==> config.mk <==
export PLATFORM = sky130hd
export DESIGN_NAME = adcc_core
export DESIGN_NICKNAME = d
export VERILOG_FILES = /design/src/core/adcc_pkg.sv /design/src/core/adcc_core.sv
export SDC_FILE = /design/constraint.sdc
export NUM_CORES = 1
export LEC_CHECK = 0
export BUFFER_PORTS_ARGS = -buffer_cell sky130_fd_sc_hd__buf_2
export CAP_MARGIN = 20
export CORE_ASPECT_RATIO = 1.75
export CORE_MARGIN = 2
export CORE_UTILIZATION = 50
export DETAILED_ROUTE_END_ITERATION = 12
export GPL_TIMING_DRIVEN = 0
export PLACE_DENSITY = 0.74
export SLEW_MARGIN = 0
export SYNTH_ARGS = -nofsm -noshare
export SYNTH_HDL_FRONTEND = slang
export SYNTH_SLANG_ARGS = --single-unit
==> constraint.sdc <==
create_clock -name ref_clk -period 13.15 [get_ports ref_clk]
set_clock_uncertainty 0.1 [all_clocks]
set_input_delay 2.63 -clock ref_clk [delete_from_list [all_inputs] [get_ports ref_clk]]
set_output_delay 2.63 -clock ref_clk [all_outputs]
set_load 0.05 [all_outputs]
==> src/core/adcc_pkg.sv <==
package adcc_pkg;
   // Command byte layout
   localparam int CMD_W = 8;
   localparam int ADDR_W = 7;
   localparam logic RW_READ = 1'b1;
   localparam logic RW_WRITE = 1'b0;
   localparam logic [6:0] ADDR_SIC = 7'h40;
   localparam logic [6:0] ADDR_DRC = 7'h50;
   localparam logic [6:0] ADDR_CFG = 7'h60;
   localparam logic [6:0] ADDR_DAT = 7'h70;
   // Register widths (one device in the chain)
   localparam int SIC_W = 32;
   localparam int DRC_W = 16;
   localparam int CFG_W = 8;
   localparam int DAT_W = 96;
   localparam int CNT_W = 7;
   // Configuration fields
   localparam int CFG_SHDN_BIT = 7;
   localparam int CFG_RST_BIT = 6;
   localparam int CFG_EN24_BIT = 5;
   localparam int CFG_OSC_BIT = 4;
   localparam int CFG_PDIS_BIT = 3;
   localparam int RATE_LSB = 13;
   localparam int RATE_W = 3;
   // Reset values
   localparam logic [31:0] SIC_RST = 32'h00000000;
   localparam logic [15:0] DRC_RST = 16'h0000;
   localparam logic [7:0] CFG_RST = 8'h00;
   // Conversion data
   localparam int CH_W = 24;
   localparam logic [23:0] FS_POS = 24'h7FFFFF;
   localparam logic [23:0] FS_NEG = 24'h800000;
   // Clocking
   localparam int MOD_DIV = 8;
   localparam int REC_PERIODS = 22;
   localparam int CLK_PERIOD_NS = 20;
   localparam int CLK_TIMEOUT_NS = 1000;
   localparam int CLK_TIMEOUT_CYC = CLK_TIMEOUT_NS / CLK_PERIOD_NS;
   // Serial port sequence, Gray coded along the usual path
   typedef enum logic [2:0] {
      SP_IDLE = 3'b000,
      SP_CMD = 3'b001,
      SP_DATA = 3'b011,
      SP_DONE = 3'b010,
      SP_SPENT = 3'b110
   } adcc_spi_e;
endpackage
==> src/core/adcc_core.sv <==
`timescale 1ns/1ps
`default_nettype none
module adcc_core #(
   parameter int CH_N = 4,
   parameter int REC_N = adcc_pkg::REC_PERIODS
) (
   input wire logic ref_clk, // System clock, 50 MHz
   input wire logic rst_n, // Synchronous reset
   input wire logic sclk, // Serial clock, idle high
   input wire logic cs_n, // Chip select
   input wire logic din, // Serial data in
   output logic dout, // Serial data out
   output logic dout_oe, // Serial output drive enable
   input wire logic chain_in, // Data from next device in chain
   output logic chain_out, // Data passed along the chain
   input wire logic ready_chain_in_n, // Ready from downstream device
   output logic ready_out_n, // New data ready
   input wire logic clock_in, // Crystal or external clock pin
   output logic crystal_drive, // Crystal amplifier output
   output logic buffered_clock_out, // Buffered clock
   output logic buffered_clock_oe, // Buffered clock drive enable
   output logic mod_clk, // Modulator clock
   input wire logic conv_valid, // Conversion result offered
   output logic conv_ready, // Buffer can take a result
   input wire logic [95:0] conv_data, // Four raw results, channel 0 high
   input wire logic [3:0] over_pos, // Result above full scale
   input wire logic [3:0] over_neg, // Result below full scale
   input wire logic [3:0] fault_in, // Input outside fault window
   input wire logic [3:0] fault_pos, // Fault polarity, 1 positive
   output logic range_overflow_n, // Overflow flag
   output logic fault_n, // Fault flag
   output logic osc_enable_bit, // Oscillator enable
   output logic protect_disable_bit, // Protection disable
   output logic shutdown, // Shutdown request
   output logic [2:0] rate_select_code, // Rate code
   output logic [31:0] sample_delay, // Sampling instant control
   output logic [15:0] rate_ctrl // Data-rate control word
);
   if (CH_N != 4) begin : g_bad_ch
      $error("adcc_core serves exactly four channels");
   end
   if (REC_N <= 20 || REC_N >= 24) begin : g_bad_rec
      $error("adcc_core recovery count must lie in 21..23");
   end

   localparam int RW = $clog2(REC_N + 1);

   logic [31:0] sic_r;
   logic [15:0] drc_r;
   logic [7:0] cfg_r;
   logic [23:0] dat_r [4];
   adcc_pkg::adcc_spi_e st_r;
   logic [6:0] cnt_r;
   logic [31:0] rx_r;
   logic [7:0] cmd_r;
   logic [95:0] tx_r;
   logic sclk_prev_r;
   logic s_fall;
   logic s_rise;
   logic [6:0] dlen;
   logic wr_commit;
   logic dat_read;
   logic osc_on;
   logic prot_on;

   assign s_fall = sclk_prev_r & ~sclk;
   assign s_rise = ~sclk_prev_r & sclk;
   // Registers live in ref_clk already, so conversion logic reads them directly
   assign osc_on = cfg_r[adcc_pkg::CFG_OSC_BIT] & ~cfg_r[adcc_pkg::CFG_SHDN_BIT];
   assign prot_on = ~cfg_r[adcc_pkg::CFG_PDIS_BIT] & ~cfg_r[adcc_pkg::CFG_SHDN_BIT];

   always_comb
   begin
      case (cmd_r[6:0])
         adcc_pkg::ADDR_SIC: dlen = 7'(adcc_pkg::SIC_W);
         adcc_pkg::ADDR_DRC: dlen = 7'(adcc_pkg::DRC_W);
         adcc_pkg::ADDR_CFG: dlen = 7'(adcc_pkg::CFG_W);
         default: dlen = 7'(adcc_pkg::DAT_W);
      endcase
   end

   // Write lands on the rising edge after its last bit; abort never gets here
   assign wr_commit = (st_r == adcc_pkg::SP_DONE) && s_rise && !cs_n
      && (cmd_r[7] == adcc_pkg::RW_WRITE);
   assign dat_read = (st_r == adcc_pkg::SP_CMD) && s_fall && (cnt_r == 7'd7)
      && (rx_r[5:0] == adcc_pkg::ADDR_DAT[6:1]) && (din == adcc_pkg::ADDR_DAT[0])
      && (rx_r[6] == adcc_pkg::RW_READ);

   always_ff @(posedge ref_clk)
   begin
      if (!rst_n)
         sclk_prev_r <= 1'b1; // Idle high, so no false edge after reset
      else
         sclk_prev_r <= sclk;
   end

   // Serial sequencer: command byte, data bits, commit
   always_ff @(posedge ref_clk)
   begin
      if (!rst_n || cs_n)
      begin
         st_r <= adcc_pkg::SP_IDLE;
         cnt_r <= 7'h00;
         rx_r <= 32'h00000000;
         cmd_r <= 8'h00;
      end
      else
      begin
         case (st_r)
            adcc_pkg::SP_IDLE:
               st_r <= adcc_pkg::SP_CMD;
            adcc_pkg::SP_CMD:
               if (s_fall)
               begin
                  rx_r <= {rx_r[30:0], din};
                  cnt_r <= cnt_r + 7'h01;
                  if (cnt_r == 7'd7)
                  begin
                     cmd_r <= {rx_r[6:0], din};
                     cnt_r <= 7'h00;
                     st_r <= adcc_pkg::SP_DATA;
                  end
               end
            adcc_pkg::SP_DATA:
               if (s_fall)
               begin
                  rx_r <= {rx_r[30:0], din};
                  cnt_r <= cnt_r + 7'h01;
                  if (cnt_r == dlen - 7'h01)
                     st_r <= adcc_pkg::SP_DONE;
               end
            adcc_pkg::SP_DONE:
               if (s_rise)
                  st_r <= adcc_pkg::SP_SPENT;
            adcc_pkg::SP_SPENT:
               st_r <= adcc_pkg::SP_SPENT;
            default:
               st_r <= adcc_pkg::SP_IDLE;
         endcase
      end
   end

   // Control registers
   always_ff @(posedge ref_clk)
   begin
      if (!rst_n)
      begin
         sic_r <= adcc_pkg::SIC_RST;
         drc_r <= adcc_pkg::DRC_RST;
         cfg_r <= adcc_pkg::CFG_RST;
      end
      else if (wr_commit)
      begin
         case (cmd_r[6:0])
            adcc_pkg::ADDR_SIC: sic_r <= rx_r;
            adcc_pkg::ADDR_DRC: drc_r <= rx_r[15:0];
            adcc_pkg::ADDR_CFG:
               if (rx_r[adcc_pkg::CFG_RST_BIT])
               begin
                  // Soft reset returns every control register to default, itself included
                  sic_r <= adcc_pkg::SIC_RST;
                  drc_r <= adcc_pkg::DRC_RST;
                  cfg_r <= adcc_pkg::CFG_RST;
               end
               else
                  cfg_r <= rx_r[7:0];
            default: cfg_r <= cfg_r;
         endcase
      end
   end

   // Read shifter: our bits first, then whatever the chain feeds behind them
   always_ff @(posedge ref_clk)
   begin
      if (!rst_n || cs_n)
      begin
         tx_r <= 96'h0;
         dout <= 1'b0;
      end
      else if (st_r == adcc_pkg::SP_CMD && s_fall && cnt_r == 7'd7)
      begin
         case ({rx_r[6:0], din})
            {adcc_pkg::RW_READ, adcc_pkg::ADDR_SIC}: tx_r <= {sic_r, 64'h0};
            {adcc_pkg::RW_READ, adcc_pkg::ADDR_DRC}: tx_r <= {drc_r, 80'h0};
            {adcc_pkg::RW_READ, adcc_pkg::ADDR_CFG}: tx_r <= {cfg_r, 88'h0};
            {adcc_pkg::RW_READ, adcc_pkg::ADDR_DAT}:
               tx_r <= {dat_r[0], dat_r[1], dat_r[2], dat_r[3]};
            default: tx_r <= 96'h0;
         endcase
      end
      else if (st_r != adcc_pkg::SP_CMD && st_r != adcc_pkg::SP_IDLE && s_rise)
      begin
         dout <= tx_r[95];
         tx_r <= {tx_r[94:0], chain_in};
      end
   end

   always_ff @(posedge ref_clk)
   begin
      if (!rst_n)
      begin
         dout_oe <= 1'b0;
         chain_out <= 1'b0;
      end
      else
      begin
         dout_oe <= ~cs_n;
         chain_out <= ~cs_n & din;
      end
   end

   // Clock source and modulator divider
   logic clk_prev_r;
   logic clk_rise;
   logic [1:0] div_r;
   logic [5:0] idle_r;
   logic clk_ok_r;
   assign clk_rise = clock_in & ~clk_prev_r;

   always_ff @(posedge ref_clk)
   begin
      if (!rst_n)
      begin
         clk_prev_r <= 1'b0;
         div_r <= 2'h0;
         mod_clk <= 1'b0;
      end
      else
      begin
         clk_prev_r <= clock_in;
         if (clk_rise)
         begin
            div_r <= div_r + 2'h1;
            if (div_r == 2'(adcc_pkg::MOD_DIV / 2 - 1))
               mod_clk <= ~mod_clk;
         end
      end
   end

   always_ff @(posedge ref_clk)
   begin
      if (!rst_n)
      begin
         crystal_drive <= 1'b0;
         buffered_clock_out <= 1'b0;
         buffered_clock_oe <= 1'b0;
      end
      else
      begin
         crystal_drive <= osc_on & ~clock_in;
         buffered_clock_out <= osc_on & clock_in;
         buffered_clock_oe <= osc_on;
      end
   end

   // A clock counts as present while edges keep coming within the timeout
   always_ff @(posedge ref_clk)
   begin
      if (!rst_n)
      begin
         idle_r <= 6'h00;
         clk_ok_r <= 1'b0;
      end
      else if (clk_rise)
      begin
         idle_r <= 6'h00;
         clk_ok_r <= 1'b1;
      end
      else if (idle_r == 6'(adcc_pkg::CLK_TIMEOUT_CYC))
         clk_ok_r <= 1'b0;
      else
         idle_r <= idle_r + 6'h01;
   end

   // Per-channel fault hold and recovery counting
   logic push;
   logic pop;
   logic [3:0] f_act;
   logic [3:0] f_new;
   logic [3:0] hold;
   logic [3:0] hpol_r;
   logic [3:0] fprev_r;
   for (genvar i = 0; i < 4; i++)
   begin : g_ch
      logic [RW-1:0] rec_r;
      assign f_act[i] = fault_in[i] & prot_on;
      assign f_new[i] = f_act[i] & ~fprev_r[i];
      // Turning protection off also ends a pending recovery hold
      assign hold[i] = f_act[i] | (prot_on & (rec_r != '0));
      always_ff @(posedge ref_clk)
      begin
         if (!rst_n)
         begin
            rec_r <= '0;
            hpol_r[i] <= 1'b0;
            fprev_r[i] <= 1'b0;
         end
         else
         begin
            fprev_r[i] <= f_act[i];
            if (f_act[i])
            begin
               rec_r <= RW'(REC_N);
               hpol_r[i] <= fault_pos[i];
            end
            else if (push && rec_r != '0)
               rec_r <= rec_r - RW'(1);
         end
      end
   end

   function automatic logic [23:0] clip(input logic h, input logic hp, input logic op,
      input logic on, input logic [23:0] d);
      if (h)
         clip = hp ? adcc_pkg::FS_POS : adcc_pkg::FS_NEG;
      else if (op)
         clip = adcc_pkg::FS_POS;
      else if (on)
         clip = adcc_pkg::FS_NEG;
      else
         clip = d;
   endfunction

   // Two-entry buffer between filter output and data register
   logic [103:0] buf_r [2];
   logic [1:0] bcnt_r;
   logic wp_r;
   logic rp_r;
   logic [1:0] bcnt_nxt;
   logic [95:0] clipped;
   always_comb
   begin
      for (int c = 0; c < 4; c++)
         clipped[95 - 24 * c -: 24] = clip(hold[c], hpol_r[c], over_pos[c], over_neg[c],
            conv_data[95 - 24 * c -: 24]);
   end
   assign push = conv_valid & conv_ready;
   // Data register is frozen while a transfer is open so a read is never torn
   assign pop = (bcnt_r != 2'h0) && (st_r == adcc_pkg::SP_IDLE) && cs_n;
   assign bcnt_nxt = bcnt_r + {1'b0, push} - {1'b0, pop};

   always_ff @(posedge ref_clk)
   begin
      if (!rst_n)
      begin
         bcnt_r <= 2'h0;
         wp_r <= 1'b0;
         rp_r <= 1'b0;
         conv_ready <= 1'b0;
         buf_r[0] <= 104'h0;
         buf_r[1] <= 104'h0;
      end
      else
      begin
         bcnt_r <= bcnt_nxt;
         conv_ready <= bcnt_nxt != 2'h2;
         if (push)
         begin
            buf_r[wp_r] <= {(over_pos | over_neg) & ~hold, hold, clipped};
            wp_r <= ~wp_r;
         end
         if (pop)
            rp_r <= ~rp_r;
      end
   end

   always_ff @(posedge ref_clk)
   begin
      if (!rst_n)
      begin
         for (int c = 0; c < 4; c++)
            dat_r[c] <= 24'h000000;
      end
      else
      begin
         for (int c = 0; c < 4; c++)
         begin
            if (pop)
               dat_r[c] <= buf_r[rp_r][95 - 24 * c -: 24];
            // Early jump: a fresh fault overrides only its own channel
            if (f_new[c] && cs_n)
               dat_r[c] <= fault_pos[c] ? adcc_pkg::FS_POS : adcc_pkg::FS_NEG;
         end
      end
   end

   // Data-ready: falls once per new result, rises when the data is read
   logic rdy_pend_r;
   always_ff @(posedge ref_clk)
   begin
      if (!rst_n)
      begin
         ready_out_n <= 1'b1;
         rdy_pend_r <= 1'b0;
      end
      else if (pop)
      begin
         ready_out_n <= 1'b1;
         rdy_pend_r <= 1'b1;
      end
      else if (dat_read)
      begin
         ready_out_n <= 1'b1;
         rdy_pend_r <= 1'b0;
      end
      else if (rdy_pend_r && !ready_chain_in_n)
      begin
         ready_out_n <= 1'b0;
         rdy_pend_r <= 1'b0;
      end
   end

   always_ff @(posedge ref_clk)
   begin
      if (!rst_n)
      begin
         range_overflow_n <= 1'b1;
         fault_n <= 1'b1;
      end
      else
      begin
         fault_n <= ~|hold;
         if (!clk_ok_r)
            range_overflow_n <= 1'b1;
         else if (|f_new)
            range_overflow_n <= 1'b0;
         else if (pop)
            range_overflow_n <= ~|buf_r[rp_r][103:96];
      end
   end

   assign osc_enable_bit = cfg_r[adcc_pkg::CFG_OSC_BIT];
   assign protect_disable_bit = cfg_r[adcc_pkg::CFG_PDIS_BIT];
   assign shutdown = cfg_r[adcc_pkg::CFG_SHDN_BIT];
   assign rate_select_code = drc_r[adcc_pkg::RATE_LSB +: adcc_pkg::RATE_W];
   assign sample_delay = sic_r;
   assign rate_ctrl = drc_r;

   property p_div;
      @(posedge ref_clk) disable iff (!rst_n)
      $changed(mod_clk) |-> $past(clk_rise) && $past(div_r) == 2'h3;
   endproperty
   a_div: assert property (p_div) else $error("modulator clock edge off divide");

   property p_osc_on;
      @(posedge ref_clk) disable iff (!rst_n)
      osc_on |=> buffered_clock_oe && (buffered_clock_out == $past(clock_in));
   endproperty
   a_osc_on: assert property (p_osc_on) else $error("buffered clock not driven");

   property p_osc_off;
      @(posedge ref_clk) disable iff (!rst_n)
      !osc_on |=> !buffered_clock_oe;
   endproperty
   a_osc_off: assert property (p_osc_off) else $error("buffered clock not floated");

   property p_ovf_ready;
      @(posedge ref_clk) disable iff (!rst_n)
      (pop && clk_ok_r && !(|f_new) && |buf_r[rp_r][103:96]) |=> !range_overflow_n
         && ready_out_n;
   endproperty
   a_ovf_ready: assert property (p_ovf_ready) else $error("overflow not with result");

   property p_fault_now;
      @(posedge ref_clk) disable iff (!rst_n)
      |f_act |=> !fault_n;
   endproperty
   a_fault_now: assert property (p_fault_now) else $error("fault flag late");

   property p_fault_hold;
      @(posedge ref_clk) disable iff (!rst_n)
      $fell(|f_act) && prot_on |-> (!fault_n [*2]);
   endproperty
   a_fault_hold: assert property (p_fault_hold) else $error("fault released early");

   property p_prot_off;
      @(posedge ref_clk) disable iff (!rst_n)
      cfg_r[adcc_pkg::CFG_PDIS_BIT] [*2] |-> fault_n;
   endproperty
   a_prot_off: assert property (p_prot_off) else $error("protection acts while off");

   property p_clk_bad;
      @(posedge ref_clk) disable iff (!rst_n)
      !clk_ok_r |=> range_overflow_n;
   endproperty
   a_clk_bad: assert property (p_clk_bad) else $error("overflow asserted without clock");

   property p_ready;
      @(posedge ref_clk) disable iff (!rst_n)
      (pop && !ready_chain_in_n) ##1 (!ready_chain_in_n && !dat_read && !pop) |=> !ready_out_n;
   endproperty
   a_ready: assert property (p_ready) else $error("ready did not fall");

   property p_oe;
      @(posedge ref_clk) disable iff (!rst_n)
      cs_n |=> !dout_oe ##1 (st_r == adcc_pkg::SP_IDLE || !cs_n);
   endproperty
   a_oe: assert property (p_oe) else $error("serial output driven while deselected");

   property p_commit;
      @(posedge ref_clk) disable iff (!rst_n)
      wr_commit |-> $past(st_r) == adcc_pkg::SP_DONE || $past(st_r) == adcc_pkg::SP_DATA;
   endproperty
   a_commit: assert property (p_commit) else $error("write committed mid transfer");
endmodule
`default_nettype wire

==> impl_metrics.tcl, run 1 <==
set metrics [dict create \
    cts_resized 0 \
    post-route-period-util 0.466 \
    grt_max_degree 61 \
    cp.required_ns 13.31 \
    min_from "clk_ok_r$_SDFFE_PN0P_" \
    synth_edf_count 304 \
    synthCells 2230 \
    layout.area.seq_um2 14300 \
    yosysWarnings 0 \
    post-cts-setup-buffer-count 0 \
    worstHoldPathCells 1 \
    reg2reg_depth 5 \
    vias_per_cell 5.72 \
    clock_sinks 561 \
    drc 0 \
    insertion_delay_ns 0.59 \
    avgSynthCellArea_um2 10.6 \
    via_count 17700 \
    utilization 0.576 \
    cp-start-kind "input pin" \
    ir_drop_v 0.000107 \
    slew_headroom 0.307 \
    crit_type "input pin to register" \
    netlist_area_um2 23500 \
    post-place-ws_ns 6.60 \
    critPathArrivalTime_ns 6.29 \
    ant_nets 0 \
    synth_ff_type "edfxtp_1" \
    min_period_ns 6.13 \
    hold_violations 0 \
    multiInputGateArea_um2 8530 \
    end_kind "register" \
    cts_buffer_depth 3 \
    critPathMaxStageDelay_ns 0.75 \
    placementRows 105 \
    syn_nets 2366 \
    finalMaxSlewViolations 0 \
    die_y_um 291 \
    rrSetupSlack_ns 9.70 \
    grt_pass1_wl_mm 95.9 \
    die-area_um2 48900 \
    portBuffers 184 \
    ys_seq_elements 561 \
    setup_ws_ns 7.02 \
    drive_gt1_frac 0.138 \
    layout.nets 2606 \
    drtPass1Iterations 6 \
    startpoint "rst_n" \
    fillers 3862 \
    antenna_found_initial 6 \
    path_clk_slew_ns 0.07 \
    cts_buffers 49 \
    fmax_mhz 163 \
    critPathMaxFanout 60 \
    status "finished clean" \
    drt-total-wl_mm 63.1 \
    p_leak_uw 0.00993 \
    rsz0062_at_grt "false" \
    globalRouteTotalUtil 0.254 \
    core_region_area_um2 46600 \
    die_x_um 168 \
    tns_ns 0 \
    yosys.cell_types.count 53 \
    start_util 0.505 \
    ios 186 \
    holdCritPathClass "register to register" \
    place_hpwl_mm 47.2 \
    cts_tree "built" \
    htreeDepth 2 \
    yosysSeqAreaShare 0.606 \
    cts_root_buf "clkbuf_16" \
    wl_per_cell_um 20.4 \
    gp_congestion 0.925 \
    crit_top_cell "clkbuf_1" \
    slowest_stage "clkbuf_1" \
    maxCapViolCount 0 \
    drt_iter0_drc 1334 \
    hold-path-endpoint "range_overflow_n$_SDFFE_PN1P_" \
    ctsHoldBuffers 0 \
    setup_viol 0 \
    synthArstFlopShare 0 \
    reg2reg_to "dat_r[2][23]$_SDFFCE_PN0P_" \
    grt_pass1_vias 18000 \
    powerDensity_nw_per_um2 144 \
    grt-ovfl-total 0 \
    tightest_slew_ns 1.04 \
    critical_path.cell_chain "clkbuf_1 -> clkbuf_1 -> clkbuf_1 -> clkbuf_1 -> nand2_4 -> buf_16" \
    synthToLayoutAreaGrowth_pct 14.2 \
]
==> synthesized netlist by cell type, drive strengths merged, types with 3 or more instances <==
cell,instances,area (µm²)
edfxtp,304,9130
nand2,296,1110
nor2,259,972
dfxtp,257,5140
a21oi,223,1120
clkbuf,149,559
o21ai,134,671
mux2i,104,1040
nand3,77,385
a21boi,63,473
a22oi,60,450
mux2,56,631
nor2b,26,163
nor3,23,120
buf,21,121
inv,21,78.8
xor2,20,175
ha,15,188
xnor2,15,131
and2,14,87.6
nand2b,9,56.3
nand4,9,56.3
and3,8,50.1
mux4,7,158
nor4,6,43.8
a211oi,5,37.5
a22o,5,43.8
or4b,5,50.1
o22a,4,35.0
o22ai,4,25.0
or3,4,25.0
nor3b,3,27.5
nor4b,3,26.3
nor4bb,3,30.0
o21a,3,22.5
==> through the flow <==
step	power [µW]	hold slack [ns]	cell area, µm²	instances
2_1_floorplan	2350	0.268	23500	2230
3_3_place_gp	2490	0.312	25200	3002
3_5_place_dp	2500	0.312	25300	3007
4_1_cts	3870	0.297	26900	3098
5_1_grt	3990	0.319	26900	3099
6_report	3860	0.304	26900	3099
==> power breakdown <==
part	internal [µW]	switching [µW]	total, µW
Combinational	139	266	405
Sequential	2000	51.9	2060
Clock	768	635	1400
Total	2910	953	3860
==> critical path, delay by kind of cell <==
| family | cells | cell delay, ns |
|---|---|---|
| buffers and inverters | 5 | 2.98 |
| and+or+nand+nor | 1 | 0.57 |
==> worst max-delay path by stage <==
stage	slack, ns	end
final	7.02	buf_r[1][64]$_SDFFCE_PN0P_
after detailed placement	6.60	buf_r[1][43]$_SDFFCE_PN0P_
after CTS	7.18	buf_r[1][60]$_SDFFCE_PN0P_
after global routing	7.02	buf_r[1][64]$_SDFFCE_PN0P_
after floorplan	2.30	buf_r[0][0]$_SDFFCE_PN0P_
after global placement	-1.60	buf_r[0][43]$_SDFFCE_PN0P_
==> area by class of cell <==
type | count | share of cell area
Sequential cell | 561 | 0.531
Timing Repair Buffer | 189 | 0.0385
Buffer | 170 | 0.0253
Antenna cell | 1 | 0.0000931
Clock inverter | 22 | 0.00633
Multi-Input combinational cell | 1477 | 0.317
Inverter | 22 | 0.00307
Clock buffer | 69 | 0.0511
Tap cell | 588 | 0.0274
==> layer usage <==
| layer | vias to the layer above | GRT usage | share of wire |
|---|---|---|---|
| li1 | 8362 | - | - |
| met1 | 8459 | 0.258 | 0.34 |
| met2 | 677 | 0.477 | 0.53 |
| met3 | 224 | 0.0334 | 0.051 |
| met4 | 8 | 0.173 | 0.075 |
| met5 | - | 0 | 0.00090 |
==> kinds of logic after synthesis <==
family	count (synthesis)	synth area share
compound gates	508	0.124
flops	561	0.606
fa+ha+maj	15	0.00797
mux	167	0.0777
buf+inv	192	0.0324
xor+xnor	35	0.0130
simple gates	752	0.138
==> layout by cell type (no fill, tap or decap), types with 7 or more instances in the layout <==
| cell type | netlist | final |
|---|---|---|
| ha_1 | 15 | 15 |
| a22oi_1 | 60 | 60 |
| a21boi_0 | 58 | 58 |
| clkinv_1 | 1 | 9 |
| nand3_1 | 77 | 77 |
| nor2_1 | 259 | 259 |
| nor3_1 | 22 | 22 |
| mux4_2 | 7 | 7 |
| edfxtp_1 | 304 | 304 |
| o21ai_1 | 13 | 13 |
| buf_2 | 10 | 194 |
| xnor2_1 | 15 | 15 |
| mux2_2 | 56 | 56 |
| and2_1 | 14 | 14 |
| inv_1 | 21 | 21 |
| nand2_1 | 296 | 295 |
| clkbuf_16 | 0 | 50 |
| dfxtp_1 | 257 | 257 |
| nand2b_1 | 9 | 9 |
| clkbuf_1 | 149 | 163 |
| a21oi_1 | 223 | 223 |
| buf_4 | 8 | 8 |
| xor2_1 | 20 | 20 |
| nand4_1 | 9 | 9 |
| mux2i_1 | 104 | 104 |
| and3_1 | 8 | 8 |
| o21ai_0 | 121 | 120 |
| nor2b_1 | 26 | 26 |
==> sequential cells by signal (all words and copies together), names as in the netlist, 7 cells and up, named ones only <==
| name | cells |
|---|---|
| cfg_r | 7 |
| dat_r | 96 |
| cnt_r | 7 |
| sample_delay | 32 |
| tx_r | 96 |
| buf_r | 208 |
| rate_ctrl | 16 |
| g_ch.rec_r | 20 |
| rx_r | 32 |
| cmd_r | 8 |
Power figures use the tool's default switching activity.
==> run 2: changes to the inputs <==
--- a/config.mk
+++ b/config.mk
@@ -5,6 +5,7 @@
 export SDC_FILE = /design/constraint.sdc
 export NUM_CORES = 1
 export LEC_CHECK = 0
+export ABC_AREA = 1
 export BUFFER_PORTS_ARGS = -buffer_cell sky130_fd_sc_hd__buf_2
 export CAP_MARGIN = 20
 export CORE_ASPECT_RATIO = 1.75
@@ -12,7 +13,7 @@
 export CORE_UTILIZATION = 50
 export DETAILED_ROUTE_END_ITERATION = 12
 export GPL_TIMING_DRIVEN = 0
-export PLACE_DENSITY = 0.74
+export PLACE_DENSITY = 0.77
 export SLEW_MARGIN = 0
 export SYNTH_ARGS = -nofsm -noshare
 export SYNTH_HDL_FRONTEND = slang
==> constraint.sdc (replaced) <==
create_clock -name ref_clk -period 5 [get_ports ref_clk]
set_clock_uncertainty 0.1 [all_clocks]
set_input_delay 1 -clock ref_clk [delete_from_list [all_inputs] [get_ports ref_clk]]
set_output_delay 1 -clock ref_clk [all_outputs]
set_load 0.05 [all_outputs]
==> impl_metrics.tcl, run 2 <==
set metrics [dict create \
    fmax_mhz 274 \
    critPathMaxStageDelay_ns 0.49 \
    post-place-ws_ns 0.746 \
    min_period_ns 3.65 \
    synth_xor_area_frac 0.00169 \
    ant_nets 0 \
    yosysMostFrequentCell "nor2_1" \
    globalRouteTotalUtil 0.249 \
    finalMaxSlewViolations 0 \
    cts_buffer_depth 3 \
    holdCritPathClass "register to register" \
    mostFrequentLayoutCells "509 x nor2_1, 497 x nand2_1, 494 x inv_1" \
    synthToLayoutAreaGrowth_pct 12.9 \
    slowest_stage "buf_1" \
    reg_top3 "buf_r (208), dat_r (96), tx_r (96)" \
    grt_max_degree 72 \
    die-area_um2 53800 \
    critPathArrivalTime_ns 3.82 \
    synth_top_area_frac 0.352 \
    p_int_uw 7650 \
    die_x_um 176 \
    drive_gt1_frac 0.111 \
    die_y_um 305 \
    critical_path.cell_chain "buf_2 -> nand2_1 -> inv_1 -> nand3_1 -> clkbuf_1 -> buf_1 -> nand2_4 -> buf_16" \
    worstReg2RegStart "conv_ready$_SDFF_PN0_" \
    synth_top_family_by_area "simple AND/OR/NAND/NOR gates" \
    hold-path-endpoint "range_overflow_n$_SDFFE_PN1P_" \
    seqPwrFrac 0.515 \
    drc 0 \
    tightest_slew_ns 1.05 \
    rrSetupSlack_ns 1.55 \
    place_hpwl_mm 51.4 \
    grt_pass1_vias 20500 \
    largest_register_ffs 208 \
    hold_ws_ns 0.353 \
    vias_per_cell 5.20 \
    synth_area_leaders "edfxtp_1 35%, dfxtp_1 20%, nor2_1 7.4%" \
    grt-ovfl-total 0 \
    critical-path-top-delay-family "buffers and inverters" \
    layout_commonest_cell "nor2_1" \
    cts_tree "built" \
    cts_resized 0 \
    layout.nets 3511 \
    switchingPower_uw 2850 \
    syn_nets 3283 \
    placementRows 110 \
    gp_congestion 0.947 \
    core_region_area_um2 51300 \
    drt_iter0_drc 2022 \
    netlist_area_um2 25900 \
    yosys-top-cells-count "509 x nor2_1, 499 x nand2_1, 494 x inv_1" \
    cp-start-kind "input pin" \
    synth_compound_area_frac 0.138 \
    end_kind "register" \
    htreeDepth 2 \
    ir_drop_v 0.000241 \
    synth_ff_type "edfxtp_1" \
    drt-total-wl_mm 67.6 \
    yosys.cell_types.count 47 \
    worstHoldPathCells 1 \
    cts_root_buf "clkbuf_16" \
    post-cts-setup-buffer-count 0 \
    hold_violations 0 \
    antenna_found_initial 1 \
    muxShareOfSynthArea 0.00888 \
    cp.required_ns 5.17 \
    regMostFlops "buf_r" \
    wl_per_cell_um 16.6 \
    crit_type "input pin to register" \
    path_clk_slew_ns 0.07 \
    synthCells 3147 \
    min_from "clk_ok_r$_SDFFE_PN0P_" \
    yosysWarnings 0 \
    reg2reg_depth 7 \
    setup_ws_ns 1.35 \
    cts_buffers 47 \
    grt_pass1_wl_mm 106 \
    p_leak_uw 0.0126 \
    crit_buf_inv 5 \
    yosysTopAreaCell "edfxtp_1" \
    reg2reg_to "buf_r[1][43]$_SDFFCE_PN0P_" \
    power_frac_comb 0.131 \
    critPathMaxFanout 70 \
    avgSynthCellArea_um2 8.24 \
    setup_viol 0 \
    maxCapViolCount 0 \
    ys_seq_elements 561 \
    drtPass1Iterations 6 \
    clock_sinks 561 \
    portBuffers 177 \
    slew_headroom 0.297 \
    status "finished clean" \
    synth_fa_ha_area_frac 0.00724 \
    rsz0062_at_grt "false" \
    insertion_delay_ns 0.60 \
    diodes 0 \
    clockPowerShare 0.354 \
    synthArstFlopShare 0 \
    synth-simple-area-share 0.187 \
    powerDensity_nw_per_um2 359 \
    start_util 0.505 \
    ios 186 \
    synth_edf_count 304 \
    via_count 21200 \
    p_sw_frac 0.272 \
    ctsHoldBuffers 0 \
    post-route-period-util 0.730 \
    yosysSeqAreaShare 0.551 \
]
run 2: changes by cell type in the layout (fill, tap and decap cells not counted), sizes merged, moves of 26 or more:
| cell | change |
|---|---|
| a22oi | -44 |
| o21ai | +218 |
| nor2 | +268 |
| nand4 | +37 |
| nor2b | -26 |
| mux2 | -56 |
| inv | +496 |
| buf | +37 |
| clkbuf | -30 |
| nand2 | +204 |
| a21boi | -63 |
| mux2i | -81 |
| o221ai | +27 |
| a21oi | -27 |
run 2: cell type report:
class | instances | area, µm²
plain buffers | 197 | 846
well taps | 672 | 841
repair buffers | 179 | 941
inverters | 517 | 1940
multi-input cells | 1872 | 8880
clock buffers | 59 | 1310
flip-flops and latches | 561 | 14300
clock inverters | 28 | 244
fillers | 4572 | 22100
run 2: per-layer routing:
metal | global-route usage | vias up | wire (µm)
li1 | - | 10600 | -
met1 | 0.287 | 9695 | 25800
met2 | 0.450 | 756 | 34500
met3 | 0.0267 | 176 | 3580
met4 | 0.134 | 2 | 3750
met5 | 0 | - | 11
run 2: worst max path at each step:
stage	cells after the start	slack, ns	from	endpoint
CTS	8	1.35	conv_valid	buf_r[1][43]$_SDFFCE_PN0P_
global placement	7	-1.93	conv_valid	buf_r[1][36]$_SDFFCE_PN0P_
detailed placement	8	0.75	conv_valid	buf_r[1][38]$_SDFFCE_PN0P_
finish	8	1.35	conv_valid	buf_r[1][43]$_SDFFCE_PN0P_
floorplan	6	0.27	conv_valid	buf_r[1][0]$_SDFFCE_PN0P_
global route	8	1.21	conv_valid	buf_r[1][30]$_SDFFCE_PN0P_
run 2: worst reg2reg max path, delay by kind of cell (launching register included):
| family | cells | cell delay [ns] |
|---|---|---|
| flops | 1 | 0.31 |
| buf+inv | 4 | 1.57 |
| simple gates | 3 | 1.08 |
run 2: cell families (layout without fill, tap and decap cells):
logic type	after synthesis	in the layout
adders and majority gates	15	15
buffers and inverters	714	980
xor gates and xnor gates	5	5
and+or+nand+nor	1182	1182
AOI/OAI and AO/OA	647	647
muxes	23	23
DFF	561	561
run 2: through the flow:
stage | instance area (µm²) | std cells | utilization | power (µW) | TNS, ns
2_1_floorplan | 25900 | 3147 | - | 6400 | 0
3_3_place_gp | 27600 | 3996 | 0.539 | 6850 | -376.00
3_5_place_dp | 27700 | 3998 | 0.540 | 6880 | 0
4_1_cts | 29300 | 4085 | 0.570 | 10500 | 0
5_1_grt | 29300 | 4085 | 0.570 | 10900 | 0
6_report | 29300 | 4085 | 0.570 | 10500 | 0
run 2: power by group through the flow:
stage | logic [µW] | registers [µW] | clock network, µW
2_1_floorplan | 909 | 5490 | 0
3_3_place_gp | 1330 | 5520 | 0
3_5_place_dp | 1370 | 5510 | 0
4_1_cts | 1380 | 5410 | 3740
5_1_grt | 1550 | 5440 | 3900
6_report | 1380 | 5410 | 3720
==> run 3: changes to the inputs <==
--- a/config.mk
+++ b/config.mk
@@ -5,7 +5,7 @@
 export SDC_FILE = /design/constraint.sdc
 export NUM_CORES = 1
 export LEC_CHECK = 0
-export ABC_AREA = 1
+export ABC_AREA = 0
 export BUFFER_PORTS_ARGS = -buffer_cell sky130_fd_sc_hd__buf_2
 export CAP_MARGIN = 20
 export CORE_ASPECT_RATIO = 1.75
==> constraint.sdc (replaced) <==
create_clock -name ref_clk -period 3.03 [get_ports ref_clk]
set_clock_uncertainty 0.1 [all_clocks]
set_input_delay 0.606 -clock ref_clk [delete_from_list [all_inputs] [get_ports ref_clk]]
set_output_delay 0.606 -clock ref_clk [all_outputs]
set_load 0.05 [all_outputs]
==> impl_metrics.tcl, run 3 (synthesis gave the netlist of run 1 again) <==
set metrics [dict create \
    status "finished clean" \
    regMostFlops "buf_r" \
    fmax_mhz 341 \
    cp.required_ns 3.26 \
    met2_usage 0.467 \
    cp-start-kind "register" \
    holdCritPathClass "input pin to register" \
    layout_commonest_cell "edfxtp_1" \
    cts_resized 13 \
    switchingPower_uw 4270 \
    power_frac_comb 0.102 \
    grt_pass1_wl_mm 95.3 \
    placementRows 105 \
    rsz0062_at_grt "true" \
    grt_max_degree 56 \
    end_kind "register" \
    die-area_um2 48900 \
    tightest_slew_ns 0.900 \
    drt_iter0_drc 1298 \
    setup_viol 0 \
    p_sw_frac 0.245 \
    path_clk_slew_ns 0.07 \
    reg2reg_depth 9 \
    min_period_ns 2.94 \
    cts_buffer_depth 3 \
    seqPwrFrac 0.510 \
    hold_violations 0 \
    cts_root_buf "clkbuf_16" \
    rrSetupSlack_ns 0.09 \
    place_hpwl_mm 46.8 \
    grt-ovfl-total 0 \
    critPathArrivalTime_ns 3.16 \
    worstReg2RegStart "g_ch[0].rec_r[0]$_SDFFE_PP0P_" \
    die_x_um 168 \
    vias_per_cell 5.75 \
    clockPowerShare 0.388 \
    slowest_stage "or4b_1" \
    layout.nets 2606 \
    ant_nets 0 \
    grt.met3_usage 0.0300 \
    grt_pass1_vias 18100 \
    insertion_delay_ns 0.60 \
    min_from "sclk" \
    crit_type "register to register" \
    gp_congestion 0.907 \
    hold-path-endpoint "sclk_prev_r$_SDFF_PN1_" \
    slew_headroom 0.397 \
    start_util 0.505 \
    largest_register_ffs 208 \
    reg_top3 "buf_r (208), dat_r (96), tx_r (96)" \
    wl_per_cell_um 20.2 \
    ctsHoldBuffers 0 \
    portBuffers 184 \
    maxCapViolCount 0 \
    drive_gt1_frac 0.151 \
    cts_tree "built" \
    dpl.cell_count 3006 \
    mostFrequentLayoutCells "304 x edfxtp_1, 291 x nand2_1, 258 x nor2_1" \
    critPathMaxStageDelay_ns 0.53 \
    p_int_uw 13200 \
    ir_drop_v 0.000453 \
    powerDensity_nw_per_um2 643 \
    drt-total-wl_mm 62.7 \
    worstHoldPathCells 2 \
    cts_buffers 50 \
    post-cts-setup-buffer-count 0 \
    p_leak_uw 0.0101 \
    drtPass1Iterations 5 \
    via_count 17800 \
    synthToLayoutAreaGrowth_pct 15.3 \
    reg2reg_to "buf_r[0][79]$_SDFFCE_PN0P_" \
    core_region_area_um2 46600 \
    critPathMaxFanout 10 \
    antenna_found_initial 4 \
    die_y_um 291 \
    htreeDepth 2 \
    met1_usage 0.256 \
    globalRouteTotalUtil 0.252 \
    hold_ws_ns 0.171 \
    final_cells 3101 \
    busiest_layer "met2" \
    critical_path.cell_chain "inv_1 -> ha_1 -> or4b_1 -> o21ai_4 -> nand2b_1 -> clkbuf_1 -> clkbuf_1 -> a21oi_1 -> nor2_1" \
    ios 186 \
    drc 0 \
    finalPower_uw 17500 \
    crit_top_cell "clkbuf_1" \
    finalMaxSlewViolations 0 \
    clock_sinks 561 \
    post-route-period-util 0.969 \
]
-- run 3: changes by cell type in the layout (fill, tap and decap cells not counted), moves of 44 or more --
cell	delta
inv_1	-473
o21ai_0	-145
a21boi_0	+58
mux2_2	+56
nand2_1	-206
nor2_1	-251
o21ai_1	-73
a22oi_1	+44
mux2i_1	+81
-- run 3: area by class of cell --
| class | instances | area, µm² |
|---|---|---|
| flip-flops and latches | 561 | 14300 |
| fillers | 3793 | 19500 |
| multi-input cells | 1477 | 8590 |
| diodes | 1 | 2.50 |
| inverters | 22 | 82.6 |
| clock inverters | 28 | 349 |
| well taps | 588 | 736 |
| clock buffers | 66 | 1400 |
| repair buffers | 188 | 1010 |
| plain buffers | 170 | 692 |
-- run 3: worst max-delay path, delay by kind of cell (launching register included) --
family | cells | cell delay (ns)
compound gates | 2 | 0.69
fa+ha+maj | 1 | 0.17
buf+inv | 3 | 0.66
flops | 1 | 0.33
simple gates | 3 | 0.72
-- run 3: worst max-delay path by stage --
stage                                              from                         end  slack (ns)  depth (start not counted)
final                     g_ch[0].rec_r[0]$_SDFFE_PP0P_  buf_r[0][79]$_SDFFCE_PN0P_        0.09                          9
after global routing      g_ch[0].rec_r[0]$_SDFFE_PP0P_  buf_r[1][79]$_SDFFCE_PN0P_      -0.005                          9
after CTS                 g_ch[2].rec_r[0]$_SDFFE_PP0P_  buf_r[1][37]$_SDFFCE_PN0P_       0.005                          9
after detailed placement                          rst_n  buf_r[1][41]$_SDFFCE_PN0P_       -1.59                          6
after global placement                            rst_n  buf_r[0][40]$_SDFFCE_PN0P_       -1.92                          5
after floorplan                              conv_valid   buf_r[0][0]$_SDFFCE_PN0P_        0.03                          2
-- run 3: power groups by stage --
stage / Clock, µW / Sequential (µW) / Combinational, µW
after floorplan: 0 / 9020 / 1130
after global placement: 0 / 9070 / 1660
after detailed placement: 0 / 9080 / 1750
after CTS: 6800 / 8910 / 1770
after global routing: 7080 / 8950 / 1920
final: 6770 / 8910 / 1780
-- run 3: routing by layer --
metal	wire, µm	vias to the layer above
met2	32900	729
met5	27	-
li1	-	8354
met3	3550	252
met1	21300	8507
met4	4920	4
-- run 3: stage by stage --
step / cell area (µm²) / TNS, ns / setup WS (ns) / util
after global placement: 25200 / -515.43 / -1.92 / 0.541
final: 27100 / 0 / 0.0941 / 0.582
after detailed placement: 25300 / -423.76 / -1.59 / 0.543
after global routing: 27100 / -0.00615 / -0.00502 / 0.582
after CTS: 27100 / 0 / 0.00528 / 0.581
after floorplan: 23600 / 0 / 0.0288 / -
